[src/hdl/outmix_pkg.sv]
// package: register map, field positions and reset values of the output routing block
package outmix_pkg;

	// ==========================================================================
	// register word indices; the byte address is four times the index
	localparam logic [7:0]  EAR_VOL_IDX     = 8'h1F;
	localparam logic [7:0]  SPK_ROUTE_IDX   = 8'h24;
	localparam logic [7:0]  EAR_MIX_IDX     = 8'h33;
	localparam logic [7:0]  LINE_MIX_IDX    = 8'h34;
	localparam logic [7:0]  LINE_VOL_IDX    = 8'h1E;
	localparam logic [7:0]  OUT_MISC_IDX    = 8'h40;
	localparam int          ADDR_W          = 10;

	// ==========================================================================
	// field positions
	localparam int SPK_LL_BIT    = 4;
	localparam int SPK_RL_BIT    = 3;
	localparam int SPK_LR_BIT    = 1;
	localparam int SPK_RR_BIT    = 0;
	localparam int EAR_MUTE_BIT  = 5;
	localparam int EAR_ATTEN_BIT = 4;
	localparam int EAR_L_BIT     = 4;
	localparam int EAR_R_BIT     = 3;
	localparam int LM_LN_BIT     = 6;
	localparam int LM_RN_BIT     = 5;
	localparam int LM_MODE_BIT   = 4;
	localparam int LM_IR_BIT     = 2;
	localparam int LM_IL_BIT     = 1;
	localparam int LM_LP_BIT     = 0;
	localparam int LV_NMUTE_BIT  = 6;
	localparam int LV_PMUTE_BIT  = 5;
	localparam int LV_ATTEN_BIT  = 4;
	localparam int MISC_VBUF_BIT = 0;

	// ==========================================================================
	// writable masks and reset values (16-bit registers)
	localparam logic [15:0] SPK_ROUTE_MASK  = 16'h001B;
	localparam logic [15:0] SPK_ROUTE_RST   = 16'h0011;
	localparam logic [15:0] EAR_VOL_MASK    = 16'h0030;
	localparam logic [15:0] EAR_VOL_RST     = 16'h0020;
	localparam logic [15:0] EAR_MIX_MASK    = 16'h0018;
	localparam logic [15:0] EAR_MIX_RST     = 16'h0000;
	localparam logic [15:0] LINE_MIX_MASK   = 16'h0077;
	localparam logic [15:0] LINE_MIX_RST    = 16'h0000;
	localparam logic [15:0] LINE_VOL_MASK   = 16'h0070;
	localparam logic [15:0] LINE_VOL_RST    = 16'h0060;
	localparam logic [15:0] OUT_MISC_MASK   = 16'h0001;
	localparam logic [15:0] OUT_MISC_RST    = 16'h0000;

	localparam logic [1:0]  RESP_OKAY       = 2'h0;
	localparam logic [1:0]  RESP_SLVERR     = 2'h2;

	// switch controls handed to the analogue side
	typedef struct packed {
		logic left_spk_path_to_left_drv;
		logic right_spk_path_to_left_drv;
		logic left_spk_path_to_right_drv;
		logic right_spk_path_to_right_drv;
	} spk_route_t;

	typedef struct packed {
		logic earpiece_mute;
		logic earpiece_atten;
		logic left_outmix_to_earpiece;
		logic right_outmix_to_earpiece;
	} earpiece_t;

	typedef struct packed {
		logic line_pair_one_mode;
		logic line_pair_one_atten;
		logic pos_mute;
		logic neg_mute;
		logic left_outmix_to_pos;
		logic left_outmix_to_neg;
		logic right_outmix_to_neg;
		logic left_outmix_to_diff;
		logic left_input_amp_to_diff;
		logic right_input_amp_to_diff;
		logic midrail_buffer_enable;
	} line_one_t;

endpackage : outmix_pkg

[src/hdl/output_mixer_routing_control.sv]
// top: AXI4-Lite register bank steering the output routing switches
//
// What this block does
// - four independent speaker route enables connect either speaker path to either driver.
// - the earpiece mute bit 5 resets to 1 and silences the earpiece while set.
// - the earpiece attenuation bit 4 resets to 0; 1 gives 6 dB less gain.
// - earpiece mixer bits 4 and 3 route left and right output mixers, reset muted.
// - line pair one mode 1 is single-ended with left-to-positive and left/right-to-negative.
// - line pair one mode 0 is differential with left mixer and both input amps across both.
`timescale 1ns/1ps
module output_mixer_routing_control
	import outmix_pkg::*;
(
	// clock and reset
	input  wire logic                CLK,
	input  wire logic                RESET,
	// axi4-lite write address
	input  wire logic [ADDR_W-1:0]   S_AXI_AWADDR,
	input  wire logic                S_AXI_AWVALID,
	output logic                     S_AXI_AWREADY,
	// axi4-lite write data
	input  wire logic [31:0]         S_AXI_WDATA,
	input  wire logic [3:0]          S_AXI_WSTRB,
	input  wire logic                S_AXI_WVALID,
	output logic                     S_AXI_WREADY,
	// axi4-lite write response
	output logic [1:0]               S_AXI_BRESP,
	output logic                     S_AXI_BVALID,
	input  wire logic                S_AXI_BREADY,
	// axi4-lite read address
	input  wire logic [ADDR_W-1:0]   S_AXI_ARADDR,
	input  wire logic                S_AXI_ARVALID,
	output logic                     S_AXI_ARREADY,
	// axi4-lite read data
	output logic [31:0]              S_AXI_RDATA,
	output logic [1:0]               S_AXI_RRESP,
	output logic                     S_AXI_RVALID,
	input  wire logic                S_AXI_RREADY,
	// analogue switch controls
	output spk_route_t               SPK_ROUTE,
	output earpiece_t                EARPIECE,
	output line_one_t                LINE_ONE
);

	// ==========================================================================
	// write channel
	logic              aw_held_reg, aw_held_next;
	logic              w_held_reg,  w_held_next;
	logic [7:0]        aw_idx_reg,  aw_idx_next;
	logic [15:0]       wdata_reg,   wdata_next;
	logic [1:0]        wstrb_reg,   wstrb_next;
	logic              bvalid_reg,  bvalid_next;
	logic [1:0]        bresp_reg,   bresp_next;
	logic              do_write;
	logic              wr_hit;
	logic [5:0]        wr_sel;

	assign S_AXI_AWREADY = !aw_held_reg && !bvalid_reg;
	assign S_AXI_WREADY  = !w_held_reg && !bvalid_reg;
	// one write at a time: address and data wait while the answer stands
	assign do_write      = aw_held_reg && w_held_reg && !bvalid_reg;

	function automatic logic [5:0] decode(input logic [7:0] idx);
		decode = {idx == OUT_MISC_IDX, idx == LINE_VOL_IDX, idx == LINE_MIX_IDX,
			idx == EAR_MIX_IDX, idx == EAR_VOL_IDX, idx == SPK_ROUTE_IDX};
	endfunction : decode

	always_comb begin
		aw_held_next = aw_held_reg;
		w_held_next  = w_held_reg;
		aw_idx_next  = aw_idx_reg;
		wdata_next   = wdata_reg;
		wstrb_next   = wstrb_reg;
		bvalid_next  = bvalid_reg;
		bresp_next   = bresp_reg;
		wr_sel       = decode(aw_idx_reg);
		wr_hit       = (wr_sel != 6'h00);
		if (S_AXI_AWVALID && S_AXI_AWREADY) begin
			aw_held_next = 1'b1;
			// word address: index is the byte address over four
			aw_idx_next  = S_AXI_AWADDR[9:2];
			if (S_AXI_AWADDR[1:0] != 2'h0) begin
				aw_idx_next = 8'hFF;
			end
		end
		if (S_AXI_WVALID && S_AXI_WREADY) begin
			w_held_next = 1'b1;
			wdata_next  = S_AXI_WDATA[15:0];
			wstrb_next  = S_AXI_WSTRB[1:0];
		end
		if (do_write) begin
			aw_held_next = 1'b0;
			w_held_next  = 1'b0;
			bvalid_next  = 1'b1;
			bresp_next   = wr_hit ? RESP_OKAY : RESP_SLVERR;
		end
		if (bvalid_reg && S_AXI_BREADY) begin
			bvalid_next = 1'b0;
		end
	end

	always_ff @(posedge CLK) begin
		if (RESET) begin
			aw_held_reg <= 1'b0;
			w_held_reg  <= 1'b0;
			aw_idx_reg  <= 8'h00;
			wdata_reg   <= 16'h0000;
			wstrb_reg   <= 2'h0;
			bvalid_reg  <= 1'b0;
			bresp_reg   <= RESP_OKAY;
		end else begin
			aw_held_reg <= aw_held_next;
			w_held_reg  <= w_held_next;
			aw_idx_reg  <= aw_idx_next;
			wdata_reg   <= wdata_next;
			wstrb_reg   <= wstrb_next;
			bvalid_reg  <= bvalid_next;
			bresp_reg   <= bresp_next;
		end
	end

	assign S_AXI_BVALID = bvalid_reg;
	assign S_AXI_BRESP  = bresp_reg;

	// ==========================================================================
	// control registers
	logic [15:0] spk_val, ev_val, em_val, lm_val, lv_val, misc_val;

	ctrl_field_reg #(.MASK(SPK_ROUTE_MASK), .RST(SPK_ROUTE_RST)) u_spk (
		.clk(CLK), .reset(RESET), .wr_en(do_write && wr_sel[0]),
		.wr_data(wdata_reg), .wr_strb(wstrb_reg), .value(spk_val));
	ctrl_field_reg #(.MASK(EAR_VOL_MASK), .RST(EAR_VOL_RST)) u_ev (
		.clk(CLK), .reset(RESET), .wr_en(do_write && wr_sel[1]),
		.wr_data(wdata_reg), .wr_strb(wstrb_reg), .value(ev_val));
	ctrl_field_reg #(.MASK(EAR_MIX_MASK), .RST(EAR_MIX_RST)) u_em (
		.clk(CLK), .reset(RESET), .wr_en(do_write && wr_sel[2]),
		.wr_data(wdata_reg), .wr_strb(wstrb_reg), .value(em_val));
	ctrl_field_reg #(.MASK(LINE_MIX_MASK), .RST(LINE_MIX_RST)) u_lm (
		.clk(CLK), .reset(RESET), .wr_en(do_write && wr_sel[3]),
		.wr_data(wdata_reg), .wr_strb(wstrb_reg), .value(lm_val));
	ctrl_field_reg #(.MASK(LINE_VOL_MASK), .RST(LINE_VOL_RST)) u_lv (
		.clk(CLK), .reset(RESET), .wr_en(do_write && wr_sel[4]),
		.wr_data(wdata_reg), .wr_strb(wstrb_reg), .value(lv_val));
	ctrl_field_reg #(.MASK(OUT_MISC_MASK), .RST(OUT_MISC_RST)) u_misc (
		.clk(CLK), .reset(RESET), .wr_en(do_write && wr_sel[5]),
		.wr_data(wdata_reg), .wr_strb(wstrb_reg), .value(misc_val));

	// ==========================================================================
	// switch controls, straight from the stored bits
	logic se_mode;
	assign se_mode = lm_val[LM_MODE_BIT];

	always_comb begin
		SPK_ROUTE.left_spk_path_to_left_drv   = spk_val[SPK_LL_BIT];
		SPK_ROUTE.right_spk_path_to_left_drv  = spk_val[SPK_RL_BIT];
		SPK_ROUTE.left_spk_path_to_right_drv  = spk_val[SPK_LR_BIT];
		SPK_ROUTE.right_spk_path_to_right_drv = spk_val[SPK_RR_BIT];
		EARPIECE.earpiece_mute                = ev_val[EAR_MUTE_BIT];
		EARPIECE.earpiece_atten               = ev_val[EAR_ATTEN_BIT];
		EARPIECE.left_outmix_to_earpiece      = em_val[EAR_L_BIT];
		EARPIECE.right_outmix_to_earpiece     = em_val[EAR_R_BIT];
		LINE_ONE.line_pair_one_mode           = se_mode;
		LINE_ONE.line_pair_one_atten          = lv_val[LV_ATTEN_BIT];
		LINE_ONE.pos_mute                     = lv_val[LV_PMUTE_BIT];
		LINE_ONE.neg_mute                     = lv_val[LV_NMUTE_BIT];
		// the shared bit 0 means left-to-positive or left-across-both, by mode
		LINE_ONE.left_outmix_to_pos           = se_mode && lm_val[LM_LP_BIT];
		LINE_ONE.left_outmix_to_neg           = se_mode && lm_val[LM_LN_BIT];
		LINE_ONE.right_outmix_to_neg          = se_mode && lm_val[LM_RN_BIT];
		LINE_ONE.left_outmix_to_diff          = !se_mode && lm_val[LM_LP_BIT];
		LINE_ONE.left_input_amp_to_diff       = !se_mode && lm_val[LM_IL_BIT];
		LINE_ONE.right_input_amp_to_diff      = !se_mode && lm_val[LM_IR_BIT];
		// buffer is not forced on; software enables it before single-ended use
		LINE_ONE.midrail_buffer_enable        = misc_val[MISC_VBUF_BIT];
	end

	// ==========================================================================
	// read channel, one cycle answer
	logic        rvalid_reg, rvalid_next;
	logic [31:0] rdata_reg,  rdata_next;
	logic [1:0]  rresp_reg,  rresp_next;
	logic [5:0]  rd_sel;
	logic [15:0] rd_word;

	// registers are read live, so a write answered earlier is already visible
	assign S_AXI_ARREADY = !rvalid_reg;

	always_comb begin
		rvalid_next = rvalid_reg;
		rdata_next  = rdata_reg;
		rresp_next  = rresp_reg;
		rd_sel      = decode(S_AXI_ARADDR[9:2]);
		if (S_AXI_ARADDR[1:0] != 2'h0) begin
			rd_sel = 6'h00;
		end
		rd_word = ({16{rd_sel[0]}} & spk_val) | ({16{rd_sel[1]}} & ev_val)
			| ({16{rd_sel[2]}} & em_val) | ({16{rd_sel[3]}} & lm_val)
			| ({16{rd_sel[4]}} & lv_val) | ({16{rd_sel[5]}} & misc_val);
		if (S_AXI_ARVALID && S_AXI_ARREADY) begin
			rvalid_next = 1'b1;
			rdata_next  = {16'h0000, rd_word};
			rresp_next  = (rd_sel != 6'h00) ? RESP_OKAY : RESP_SLVERR;
		end else if (rvalid_reg && S_AXI_RREADY) begin
			rvalid_next = 1'b0;
		end
	end

	always_ff @(posedge CLK) begin
		if (RESET) begin
			rvalid_reg <= 1'b0;
			rdata_reg  <= 32'h00000000;
			rresp_reg  <= RESP_OKAY;
		end else begin
			rvalid_reg <= rvalid_next;
			rdata_reg  <= rdata_next;
			rresp_reg  <= rresp_next;
		end
	end

	assign S_AXI_RVALID = rvalid_reg;
	assign S_AXI_RDATA  = rdata_reg;
	assign S_AXI_RRESP  = rresp_reg;

	// ==========================================================================
	// assertions
	spk_route_reset_a: assert property (@(posedge CLK)
		$fell(RESET) |-> SPK_ROUTE == 4'h9 && EARPIECE == 4'h8)
		else $error("route or earpiece reset value wrong");

	spk_follows_write_a: assert property (@(posedge CLK) disable iff (RESET)
		do_write && wr_sel[0] && wstrb_reg[0] |=> SPK_ROUTE
			== {$past(wdata_reg[SPK_LL_BIT]), $past(wdata_reg[SPK_RL_BIT]),
			$past(wdata_reg[SPK_LR_BIT]), $past(wdata_reg[SPK_RR_BIT])})
		else $error("speaker route did not follow write");

	mute_follows_write_a: assert property (@(posedge CLK) disable iff (RESET)
		do_write && wr_sel[1] && wstrb_reg[0] |=> EARPIECE.earpiece_mute
			== $past(wdata_reg[EAR_MUTE_BIT]))
		else $error("earpiece mute did not follow write");

	atten_follows_write_a: assert property (@(posedge CLK) disable iff (RESET)
		do_write && wr_sel[1] && wstrb_reg[0] |=> EARPIECE.earpiece_atten
			== $past(wdata_reg[EAR_ATTEN_BIT]))
		else $error("earpiece attenuation did not follow write");

	earmix_write_a: assert property (@(posedge CLK) disable iff (RESET)
		do_write && wr_sel[2] && wstrb_reg[0] |=> {EARPIECE.left_outmix_to_earpiece,
			EARPIECE.right_outmix_to_earpiece} == $past(wdata_reg[4:3]))
		else $error("earpiece mixer route did not follow write");

	line_mode_write_a: assert property (@(posedge CLK) disable iff (RESET)
		do_write && wr_sel[3] && wstrb_reg[0] |=> LINE_ONE.line_pair_one_mode
			== $past(wdata_reg[LM_MODE_BIT]))
		else $error("line pair mode did not follow write");

	single_ended_a: assert property (@(posedge CLK) disable iff (RESET)
		!se_mode |-> !LINE_ONE.left_outmix_to_pos && !LINE_ONE.left_outmix_to_neg
			&& !LINE_ONE.right_outmix_to_neg)
		else $error("single-ended route active in differential mode");

	differential_a: assert property (@(posedge CLK) disable iff (RESET)
		se_mode |-> !LINE_ONE.left_outmix_to_diff && !LINE_ONE.left_input_amp_to_diff
			&& !LINE_ONE.right_input_amp_to_diff)
		else $error("differential route active in single-ended mode");

	midrail_write_a: assert property (@(posedge CLK) disable iff (RESET)
		do_write && wr_sel[5] && wstrb_reg[0] |=> LINE_ONE.midrail_buffer_enable
			== $past(wdata_reg[MISC_VBUF_BIT]))
		else $error("midrail buffer enable did not follow write");

	readback_a: assert property (@(posedge CLK) disable iff (RESET)
		S_AXI_ARVALID && S_AXI_ARREADY && S_AXI_ARADDR == 10'h090
			|=> S_AXI_RVALID && S_AXI_RDATA == {27'h0000000, $past(spk_val[4:3]), 1'b0,
			$past(spk_val[1:0])})
		else $error("speaker route read-back mismatch");

	write_answer_a: assert property (@(posedge CLK) disable iff (RESET)
		do_write |=> S_AXI_BVALID && S_AXI_BRESP == ($past(wr_hit) ? RESP_OKAY : RESP_SLVERR))
		else $error("write not answered");

	read_answer_a: assert property (@(posedge CLK) disable iff (RESET)
		S_AXI_ARVALID && S_AXI_ARREADY |=> S_AXI_RVALID)
		else $error("read not answered");

	wr_cover_c: cover property (@(posedge CLK) disable iff (RESET)
		do_write && wr_sel[0]);
	rd_cover_c: cover property (@(posedge CLK) disable iff (RESET)
		S_AXI_RVALID && S_AXI_RREADY && S_AXI_RRESP == RESP_OKAY);
	se_cover_c: cover property (@(posedge CLK) disable iff (RESET)
		se_mode && LINE_ONE.midrail_buffer_enable);
	wr_error_c: cover property (@(posedge CLK) disable iff (RESET)
		S_AXI_BVALID && S_AXI_BRESP == RESP_SLVERR);
	ear_both_c: cover property (@(posedge CLK) disable iff (RESET)
		EARPIECE.earpiece_atten && EARPIECE.left_outmix_to_earpiece
		&& EARPIECE.right_outmix_to_earpiece);

endmodule : output_mixer_routing_control

[src/hdl/ctrl_field_reg.sv]
// one masked control register with reset value and read-back
`timescale 1ns/1ps
module ctrl_field_reg
	import outmix_pkg::*;
#(
	parameter logic [15:0] MASK = 16'h0000,
	parameter logic [15:0] RST  = 16'h0000
) (
	// clock and reset
	input  wire logic        clk,
	input  wire logic        reset,
	// write side
	input  wire logic        wr_en,
	input  wire logic [15:0] wr_data,
	input  wire logic [1:0]  wr_strb,
	// stored value
	output logic      [15:0] value
);

	logic [15:0] value_reg;
	logic [15:0] value_next;
	logic [15:0] lane_mask;

	always_comb begin
		lane_mask  = {{8{wr_strb[1]}}, {8{wr_strb[0]}}} & MASK;
		value_next = value_reg;
		if (wr_en) begin
			value_next = (value_reg & ~lane_mask) | (wr_data & lane_mask);
		end
	end

	always_ff @(posedge clk) begin
		if (reset) begin
			value_reg <= RST;
		end else begin
			value_reg <= value_next;
		end
	end

	assign value = value_reg;

	stored_bits_a: assert property (@(posedge clk) disable iff (reset)
		!wr_en |=> ((value_reg & ~MASK) == 16'h0000) && (value_reg == $past(value_reg)))
		else $error("stored bits changed without a write");

endmodule : ctrl_field_reg

[config.mk]
export PLATFORM = sky130hd
export DESIGN_NAME = output_mixer_routing_control
export DESIGN_NICKNAME = d
export VERILOG_FILES = /design/src/hdl/outmix_pkg.sv /design/src/hdl/output_mixer_routing_control.sv /design/src/hdl/ctrl_field_reg.sv
export SDC_FILE = /design/constraint.sdc
export NUM_CORES = 1
export LEC_CHECK = 0
export BUFFER_PORTS_ARGS = -buffer_cell sky130_fd_sc_hd__buf_4
export CORE_UTILIZATION = 49
export DETAILED_ROUTE_END_ITERATION = 16
export PLACE_DENSITY = 0.86
export SLEW_MARGIN = 0
export SYNTH_ARGS = -nofsm -noshare
export SYNTH_HDL_FRONTEND = slang
export SYNTH_SLANG_ARGS = --single-unit
[constraint.sdc]
create_clock -name CLK -period 4.21 [get_ports CLK]
set_input_delay 0.421 -clock CLK [delete_from_list [all_inputs] [get_ports CLK]]
set_output_delay 0.421 -clock CLK [all_outputs]
set_load 0.1 [all_outputs]
==> results of run 1 <==
## synthesized netlist by cell type (2+ instances only)
library cell	number
nor4b_1	2
nand2_1	20
and3_1	2
clkbuf_1	12
nand2b_1	21
a211oi_1	12
mux2i_1	18
and2_1	6
nand4_1	5
buf_4	28
mux2_2	3
nand3b_1	3
nand3_1	3
inv_1	4
a31oi_1	2
nor3_1	2
nor2b_1	6
a21oi_1	14
nor3b_1	2
dfxtp_1	47
nor2_1	43
mux2_1	2
and4b_1	3
## per-layer routing
layer | vias to the layer above | part of all wire, % | global-route usage (%)
met2 | 70 | 48 | 32.91
met3 | 10 | 5.1 | 4.923
li1 | 1025 | - | -
met4 | 0 | 2.1 | 8.715
met1 | 946 | 45 | 25.07
met5 | - | 0 | 0
## worst paths after layout
check | to | slack, ns
setup / recovery | flip-flop | 2.39
hold / removal | S_AXI_RVALID | 0.29
setup reg to reg | flip-flop | 2.39
hold reg to reg | wdata_reg[1] | 0.46
## power groups by stage
stage	registers, uW	clock network (uW)	logic [uW]
global placement	494	0	288
global route	488	323	306
floorplan	536	0	214
finish	485	299	292
detailed placement	495	0	291
CTS	484	302	292
## metrics by stage
step                utilization [%]  power (uW)  hold WS (ns)  setup WS, ns  cells
finish                        61.84        1076        0.2942         2.389    394
detailed placement            59.63       785.6        0.4497         2.170    386
CTS                           61.84        1077        0.2927         2.401    394
floorplan                         -       749.3        0.4324        0.9873    306
global route                  61.84        1117        0.3032         2.294    394
global placement              59.63       781.8        0.4436         2.264    386
## layout make-up
class,count,area [um^2]
clock inverters,1,7.507
inverters,4,15.01
repair buffers,67,503.0
flip-flops and latches,47,940.9
clock buffers,7,96.34
multi-input cells,214,1271
fillers,412,1790
well taps,54,67.56
## logic make-up (layout without fill, tap and decap cells)
logic type	count (synthesis)	in the layout	synth area share (%)
buffers and inverters	45	79	11.47
multiplexers	23	23	9.900
AO/OA/AOI/OAI	37	37	10.22
flip-flops	47	47	39.39
other	1	27	0.1570
AND/OR/NAND/NOR	127	127	28.86
## layout by cell type, fill, tap and decap left out, drive strengths merged, types with 6 or more instances in the layout
master,count
a211oi,12
a21oi,14
and2,6
buf,67
clkbuf,7
conb,27
dfxtp,47
mux2i,18
nand2,20
nand2b,21
nor2,44
nor2b,6
==> summary.md, run 1 <==
| Metric | Value |
|---|---|
| Worst rel slew slack | `54.43%` |
| Fin crit share | `43.25%` |
| Crit path cell chain | `nor4b_1 -> nand4_1 -> nor2_1 -> mux2i_1` |
| CORE AREA | `around 4700 um^2` |
| Flops & latches, synth | `47` |
| Clock share of power | `27.8%` |
| Clock sinks | `47` |
| Clk slew on worst S/H paths | `around 0.08 ns` |
| Seq/Total Area, Yosys | `39.39%` |
| Cell taking the most area after synthesis | `dfxtp_1` |
| Post-synth top area share | `slightly below 40%` |
| Grt ovf | `0` |
| Power per cell area | `370.8 nW/um^2` |
| Max_cap viols | `0` |
| Vias in the first global route | `1803` |
| Die ar. | `5158 um^2` |
| Standard-cell row count | `25` |
| Comb pwr share | `27.1%` |
| Ys flop type | `dfxtp_1` |
| Syn-to-layout area delta | `21.48%` |
| Final Hold Viols | `0` |
| Post-synth EDFFs | `0` |
| Hold Path Stages | `2` |
| Final instance area | `about 2900 um^2` |
| Register share of total power | `45.0%` |
| Vias per cell | `between 5 and 6` |
| Hold wc startpoint | `S_AXI_RREADY` |
| CP peak stage delay | `0.49 ns` |
| Sw frac | `between 30% and 40%` |
| Delay-heaviest family, CP | `simple AND/OR/NAND/NOR gates` |
| Iteration-0 DRC count of the detailed router | `128` |
| Max IR drop VDD | `0.1667 mV` |
| IO Count | `123` |
| Async set or reset register ratio after synthesis | `0%` |
| Total track usage | `20.06%` |
| Hold Buf Count CTS | `0` |
| Syn Std Cell Area | `2389 um^2` |
| WL/cell | `roughly 13 um` |
| Ys Warns | `0` |
| Sw Pwr | `399.4 uW` |
| First-pass GRT wire length | `7.983 mm` |
| Dpl cell area | `between 2000 and 3000 um^2` |
| Internal power | `676.6 uW` |
| Crit path depth | `4` |
| # Post-CTS Setup Buffers | `0` |
| CTS Buffer Depth | `2` |
| Cts repair resizes | `0` |
| Antenna cell count | `0` |
| Final min period | `1.821 ns` |
| Initial core utilization | `50.91%` |
| IO buf count | `67` |
| CTS tree | `yes` |
| Cell variety after synth | `43` |
| Worst Hold Class | `in -> reg` |
| Nets | `402` |
| Initial antenna violation count | `0` |
| DR vias | `2051` |
| Unrepaired setup endpoints after global routing | `false` |
| Clock Latency Late Sink | `approximately 0.30 ns` |
| Max Fclk | `549.2 MHz` |
| Crit path DAT | `between 2 and 2.5 ns` |
| H-tree depth | `2` |
| Setup-failing EPs final | `0` |
| Endpoint class of the critical path | `flip-flop` |
| Hpwl dp | `~3.8 mm` |
| Crit Path Category | `reg -> reg` |
| DIE HEIGHT | `just over 70 um` |
| WP buf/inv | `0` |
| Critical-path maximum fanout | `4` |
| Worst slew pin tran | `0.6822 ns` |
| Launching point of the worst reg2reg path | `aw_idx_reg[6]` |
| Share of layout cells above drive strength 1 | `24.41%` |
| CTS Root Cell | `clkbuf_8` |
| Skew final | `roughly 0.0055 ns` |
| Leakage | `0.001228 uW` |
| Slew Limit Fails | `0` |
| Slowest stage cell on the critical path | `nor4b_1` |
| Status | `finished, final reports clean` |
| Routed wire length | `5.090 mm` |
| DRC | `0` |
| Largest net degree at the start of global routing | `about 60` |
| CTS Buf Count | `5` |
| Req. time, crit path | `approximately 4.4 ns` |
| Reg2Reg Depth | `4` |
| Drt pass-1 iters | `4` |
| RePlAce Congestion | `0.8573` |
| Area contributors post-synth | `dfxtp_1 39%, buf_4 8.8%, mux2i_1 7.5%` |
| Crit. Startpoint | `aw_idx_reg[6]` |
| Avg Cell Area, Syn | `around 8.5 um^2` |
| Setup TNS Final | `0 ns` |
| ANT nets after route | `0` |
| Startpoint types | `flip-flop` |
| Chip width | `71.82 um` |
| Synthesized instance count | `280` |
Power figures use the tool's default switching activity.
==> run 2: changes to the inputs <==
--- a/config.mk
+++ b/config.mk
@@ -6,9 +6,9 @@
 export NUM_CORES = 1
 export LEC_CHECK = 0
 export BUFFER_PORTS_ARGS = -buffer_cell sky130_fd_sc_hd__buf_4
-export CORE_UTILIZATION = 49
+export CORE_UTILIZATION = 45
 export DETAILED_ROUTE_END_ITERATION = 16
-export PLACE_DENSITY = 0.86
+export PLACE_DENSITY = 0.79
 export SLEW_MARGIN = 0
 export SYNTH_ARGS = -nofsm -noshare
 export SYNTH_HDL_FRONTEND = slang
==> constraint.sdc (replaced) <==
create_clock -name CLK -period 1.7 [get_ports CLK]
set_input_delay 0.17 -clock CLK [delete_from_list [all_inputs] [get_ports CLK]]
set_output_delay 0.17 -clock CLK [all_outputs]
set_load 0.1 [all_outputs]
==> summary.md, run 2 (same netlist as run 1, synthesis figures left out) <==
| Metric | Value |
|---|---|
| CP peak stage delay | `0.44 ns (-0.05 ns)` |
| Hold Path Stages | `2 (unchanged)` |
| Leading cell type in the layout, fill and taps excluded | `buf_4` |
| Slew Limit Fails | `0 (unchanged)` |
| H-tree depth | `2 (unchanged)` |
| CTS Buffer Depth | `2 (unchanged)` |
| IO Count | `123 (unchanged)` |
| Syn-to-layout area delta | `25.67%` |
| Die ar. | `5603 um^2 (+8.6%)` |
| RePlAce Congestion | `0.8833 (+3.0%)` |
| Total track usage | `18.95% (-1.1 points)` |
| Antenna cell count | `0 (unchanged)` |
| Final Hold Viols | `0 (unchanged)` |
| First-pass GRT wire length | `8.107 mm (+1.6%)` |
| CORE AREA | `5107 um^2 (+8.9%)` |
| Setup TNS Final | `0 ns (unchanged)` |
| Critical-path maximum fanout | `6 (+2)` |
| Skew final | `0.01370 ns (+0.008180 ns)` |
| Worst Hold Class | `in -> reg` |
| Vias per cell | `4.873 (-6.4%)` |
| WL/cell | `12.21 um (-5.5%)` |
| Setup slack after layout | `0.2036 ns (-2.186 ns)` |
| Cts repair resizes | `0 (unchanged)` |
| Hpwl dp | `3.891 mm (+3.1%)` |
| Hold slack | `0.03450 ns (-0.2597 ns)` |
| Standard-cell row count | `26 (+4.0%)` |
| Startpoint types | `flip-flop` |
| Clk slew on worst S/H paths | `0.09 ns (about the same)` |
| DRC | `0 (unchanged)` |
| Unrepaired setup endpoints after global routing | `false` |
| Fin crit share | `88.02% (+45 points)` |
| Nets | `408 (+1.5%)` |
| CTS Buf Count | `5 (unchanged)` |
| ANT nets after route | `0 (unchanged)` |
| Final min period | `1.496 ns (-0.3243 ns)` |
| Commonest non-fill, non-tap cells in the layout | `72 x buf_4, 45 x dfxtp_1, 41 x nor2_1, 27 x conb_1, 21 x nand2b_1` |
| Crit path cell chain | `and4b_1 -> nand4_1 -> nor2_2 -> buf_12 -> mux2i_1` |
| Delay-heaviest family, CP | `simple AND/OR/NAND/NOR gates` |
| Crit path DAT | `1.72 ns (-0.33 ns)` |
| Max_cap viols | `0 (unchanged)` |
| CTS tree | `yes` |
| Clock sinks | `47 (unchanged)` |
| Iteration-0 DRC count of the detailed router | `93 (-27%)` |
| Crit Path Category | `reg -> reg` |
| Slowest stage cell on the critical path | `dfxtp_1` |
| Initial core utilization | `46.77% (-4.1 points)` |
| Initial antenna violation count | `0 (unchanged)` |
| Clock Latency Late Sink | `0.29 ns (about the same)` |
| # Post-CTS Setup Buffers | `0 (unchanged)` |
| Reg2Reg Depth | `5 (+1)` |
| Status | `finished, final reports clean` |
| Setup-failing EPs final | `0 (unchanged)` |
| Vias in the first global route | `1859 (+3.1%)` |
| Endpoint class of the critical path | `flip-flop` |
| Req. time, crit path | `1.92 ns (-2.52 ns)` |
| DR vias | `2027 (-1.2%)` |
| Chip width | `74.86 um (+4.2%)` |
| Routed wire length | `5.081 mm (-0.18%)` |
| Worst slew pin tran | `0.5489 ns (-0.1333 ns)` |
| DP Worst Slack | `-0.01647 ns (-2.187 ns)` |
| DIE HEIGHT | `74.86 um (+4.2%)` |
| Drt pass-1 iters | `4 (unchanged)` |
| WP buf/inv | `1 (+1)` |
| Hold Buf Count CTS | `0 (unchanged)` |
| Leakage | `0.001264 uW (+3.0%)` |
| Largest net degree at the start of global routing | `50 (-15%)` |
| Non-filler cells in the finished layout | `416 (+5.6%)` |
| Grt ovf | `0 (unchanged)` |
| Power per cell area | `870.5 nW/um^2 (+130%)` |
| Placed Cells | `408 (+5.7%)` |
| CTS Root Cell | `clkbuf_8` |
| IO buf count | `67 (unchanged)` |
| Worst rel slew slack | `63.41% (+9.0 points)` |
| Max IR drop VDD | `0.5246 mV (+210%)` |
| Crit path depth | `5 (+1)` |
| Max Fclk | `668.3 MHz (+22%)` |
| Share of layout cells above drive strength 1 | `27.46% (+3.0 points)` |
[run 2: path summary, 6_finish.rpt]
kind                                     start        endpoint  slack (ns)
worst max-delay path                w_held_reg       flip-flop        0.20
worst min-delay path              S_AXI_RREADY    S_AXI_RVALID        0.03
worst max register to register      w_held_reg       flip-flop        0.20
worst min register to register  S_AXI_RDATA[2]  S_AXI_RDATA[2]        0.46
[run 2: through the flow]
step           util, %  area, um^2  total power, uW
2_1_floorplan        -        2529             1870
3_3_place_gp     56.86        2904             1951
3_5_place_dp     56.86        2904             1962
4_1_cts          58.65        2995             2628
5_1_grt          58.77        3002             2725
6_report         58.77        3002             2613
[run 2: layout make-up]
cell class / instances / area [um^2]
multi-input combinational: 214 / 1295
inverter: 4 / 18.77
fill: 490 / 2106
clock buffer: 7 / 86.33
clock inverter: 1 / 5.005
tap: 70 / 87.58
timing repair buffer: 73 / 560.5
sequential: 47 / 948.4
[run 2: routing by layer]
layer | global-route usage [%] | part of all wire, % | vias to the layer above
met5 | 0 | 0 | -
met4 | 5.241 | 0.30 | 0
met3 | 4.418 | 6.4 | 2
met2 | 33.33 | 48 | 66
met1 | 23.17 | 45 | 923
li1 | - | - | 1036
[run 2: where the power goes]
group          total, uW  switching (uW)  internal (uW)
Clock                675             347            328
Sequential          1200            53.3           1150
Combinational        733             571            162
Total               2610             971           1640
[run 2: worst reg2reg max path, stage by stage (launching register included)]
cell and delay (ns):
dfxtp_1 0.44, and4b_1 0.33, nand4_1 0.16, nor2_2 0.16, buf_12 0.14, mux2i_1 0.20
==> run 3: changes to the inputs <==
--- a/config.mk
+++ b/config.mk
@@ -6,9 +6,11 @@
 export NUM_CORES = 1
 export LEC_CHECK = 0
 export BUFFER_PORTS_ARGS = -buffer_cell sky130_fd_sc_hd__buf_4
-export CORE_UTILIZATION = 45
+export CELL_PAD_IN_SITES_DETAIL_PLACEMENT = 1
+export CELL_PAD_IN_SITES_GLOBAL_PLACEMENT = 2
+export CORE_UTILIZATION = 24
 export DETAILED_ROUTE_END_ITERATION = 16
-export PLACE_DENSITY = 0.79
+export PLACE_DENSITY_LB_ADDON = 0.1
 export SLEW_MARGIN = 0
 export SYNTH_ARGS = -nofsm -noshare
 export SYNTH_HDL_FRONTEND = slang
==> summary.md, run 3 (same netlist as run 1, synthesis figures left out) <==
| Metric | Value |
|---|---|
| Worst slew pin tran | `0.5015 ns (-0.04740 ns)` |
| ANT nets after route | `0 (unchanged)` |
| Worst Hold Class | `in -> reg` |
| Clk slew on worst S/H paths | `0.09 ns (about the same)` |
| Power per cell area | `840.1 nW/um^2 (-3.5%)` |
| Sw frac | `38.26% (+1.1 points)` |
| Filler instances | `1210 (+150%)` |
| Leakage | `0.001290 uW (+2.0%)` |
| Worst rel slew slack | `65.70% (+2.3 points)` |
| Slew Limit Fails | `0 (unchanged)` |
| Leading cell type in the layout, fill and taps excluded | `buf_4` |
| Comb pwr share | `28.8% (+0.7 points)` |
| Req. time, crit path | `1.93 ns (about the same)` |
| Clock sinks | `47 (unchanged)` |
| Crit Path Category | `reg -> reg` |
| Critical-path maximum fanout | `6 (unchanged)` |
| Antenna cell count | `0 (unchanged)` |
| Clock share of power | `25.2% (-0.6 points)` |
| Hold Buf Count CTS | `0 (unchanged)` |
| Nets | `415 (+1.7%)` |
| Register share of total power | `46.0% (about the same)` |
| Final Hold Viols | `0 (unchanged)` |
| WL/cell | `13.13 um (+7.5%)` |
| Hpwl dp | `4.891 mm (+26%)` |
| Routed wire length | `6.380 mm (+26%)` |
| CTS Buffer Depth | `2 (unchanged)` |
| Final min period | `1.508 ns (+0.01173 ns)` |
| CTS tree | `yes` |
| Initial core utilization | `24.55% (-22 points)` |
| RePlAce Congestion | `0.7303 (-17%)` |
| Vias in the first global route | `2011 (+8.2%)` |
| DRC | `0 (unchanged)` |
| IO Count | `123 (unchanged)` |
| CTS Buf Count | `5 (unchanged)` |
| DIE HEIGHT | `101.8 um (+36%)` |
| Cts repair resizes | `0 (unchanged)` |
| Status | `finished, final reports clean` |
| Share of layout cells above drive strength 1 | `28.05% (+0.59 points)` |
| First-pass GRT wire length | `10.11 mm (+25%)` |
| Sw Pwr | `1001 uW (+3.1%)` |
| Clock Latency Late Sink | `0.30 ns (about the same)` |
| DR vias | `2077 (+2.5%)` |
| H-tree depth | `2 (unchanged)` |
| Core Util, Final | `32.02% (-27 points)` |
| Fin crit share | `88.71% (+0.69 points)` |
| Largest net degree at the start of global routing | `42 (-16%)` |
| Drt pass-1 iters | `4 (unchanged)` |
| Crit path DAT | `1.74 ns (+0.02 ns)` |
| Max IR drop VDD | `0.2604 mV (-50%)` |
| Setup-failing EPs final | `0 (unchanged)` |
| Skew final | `0.008219 ns (-0.005484 ns)` |
| IO buf count | `67 (unchanged)` |
| Hold slack | `0.03774 ns (+0.003242 ns)` |
| Endpoint class of the critical path | `flip-flop` |
| # Post-CTS Setup Buffers | `0 (unchanged)` |
| Initial antenna violation count | `0 (unchanged)` |
| Startpoint types | `flip-flop` |
| Commonest non-fill, non-tap cells in the layout | `79 x buf_4, 45 x dfxtp_1, 41 x nor2_1, 27 x conb_1, 21 x nand2b_1` |
| CTS Root Cell | `clkbuf_8` |
| CORE AREA | `9729 um^2 (+90%)` |
| Die ar. | `10360 um^2 (+85%)` |
| Standard-cell row count | `36 (+38%)` |
| Unrepaired setup endpoints after global routing | `false` |
| Max Fclk | `663.1 MHz (-0.78%)` |
| Iteration-0 DRC count of the detailed router | `56 (-40%)` |
| Syn-to-layout area delta | `30.43%` |
| Pwr Total | `2617 uW (+0.17%)` |
| Max_cap viols | `0 (unchanged)` |
| Vias per cell | `4.274 (-12%)` |
| Grt ovf | `0 (unchanged)` |
| Internal power | `1616 uW (-1.6%)` |
| Total track usage | `12.67% (-6.3 points)` |
| Chip width | `101.8 um (+36%)` |
==> run 3: cell types whose count changed in the layout (fill, tap and decap cells not counted) <==
cell	previous run	this run
buf_4	72	79
nor4b_1	1	2
nor4b_2	1	0
clkbuf_8	6	5
clkinv_2	1	0
clkbuf_1	1	3
==> run 3: power by group through the flow <==
stage | Combinational [uW] | Sequential (uW) | Clock [uW]
after detailed placement | 761 | 1230 | 0
after floorplan | 540 | 1330 | 0
after global placement | 757 | 1230 | 0
after global routing | 799 | 1220 | 746
final | 754 | 1200 | 659
after CTS | 762 | 1210 | 707
==> run 3: metrics by stage <==
stage               setup TNS [ns]  setup WS, ns  instances  cell area (um^2)
floorplan                  -0.5825       -0.1649        306              2529
global placement                 0     0.0005996        478              3035
detailed placement        -0.02702      -0.01454        478              3035
CTS                              0        0.1598        486              3115
global route                     0       0.01161        486              3115
finish                           0        0.1919        486              3115
==> run 3: area by class of cell <==
cell class                      count  area, um^2  share of cell area, %
Multi-Input combinational cell    214        1289                  41.37
Sequential cell                    47       948.4                  30.44
Timing Repair Buffer               80       613.1                  19.68
Tap cell                          133       166.4                  5.341
Clock buffer                        8       80.08                  2.570
Inverter                            4       18.77                 0.6024
==> run 3: per-layer routing <==
layer | GRT usage, % | routed length (um) | vias to the layer above
li1 | - | - | 1046
met1 | 17.46 | 3114 | 949
met2 | 19.54 | 2785 | 74
met3 | 2.830 | 422 | 8
met4 | 4.013 | 57 | 0
met5 | 0 | 0 | -
==> run 3: path summary, 6_finish.rpt <==
check,startpoint,endpoint,slack (ns),cells after the start
max,w_held_reg,flip-flop,0.19,5
min,S_AXI_RREADY,S_AXI_RVALID,0.04,2
max reg2reg,w_held_reg,flip-flop,0.19,5
min reg2reg,wdata_reg[1],wdata_reg[1],0.46,2
==> run 3: critical path, cell delays in order (launching register included) <==
cell and delay, ns:
dfxtp_1 0.44, and4b_1 0.34, nand4_1 0.17, nor2_2 0.16
buf_12 0.14, mux2i_1 0.18
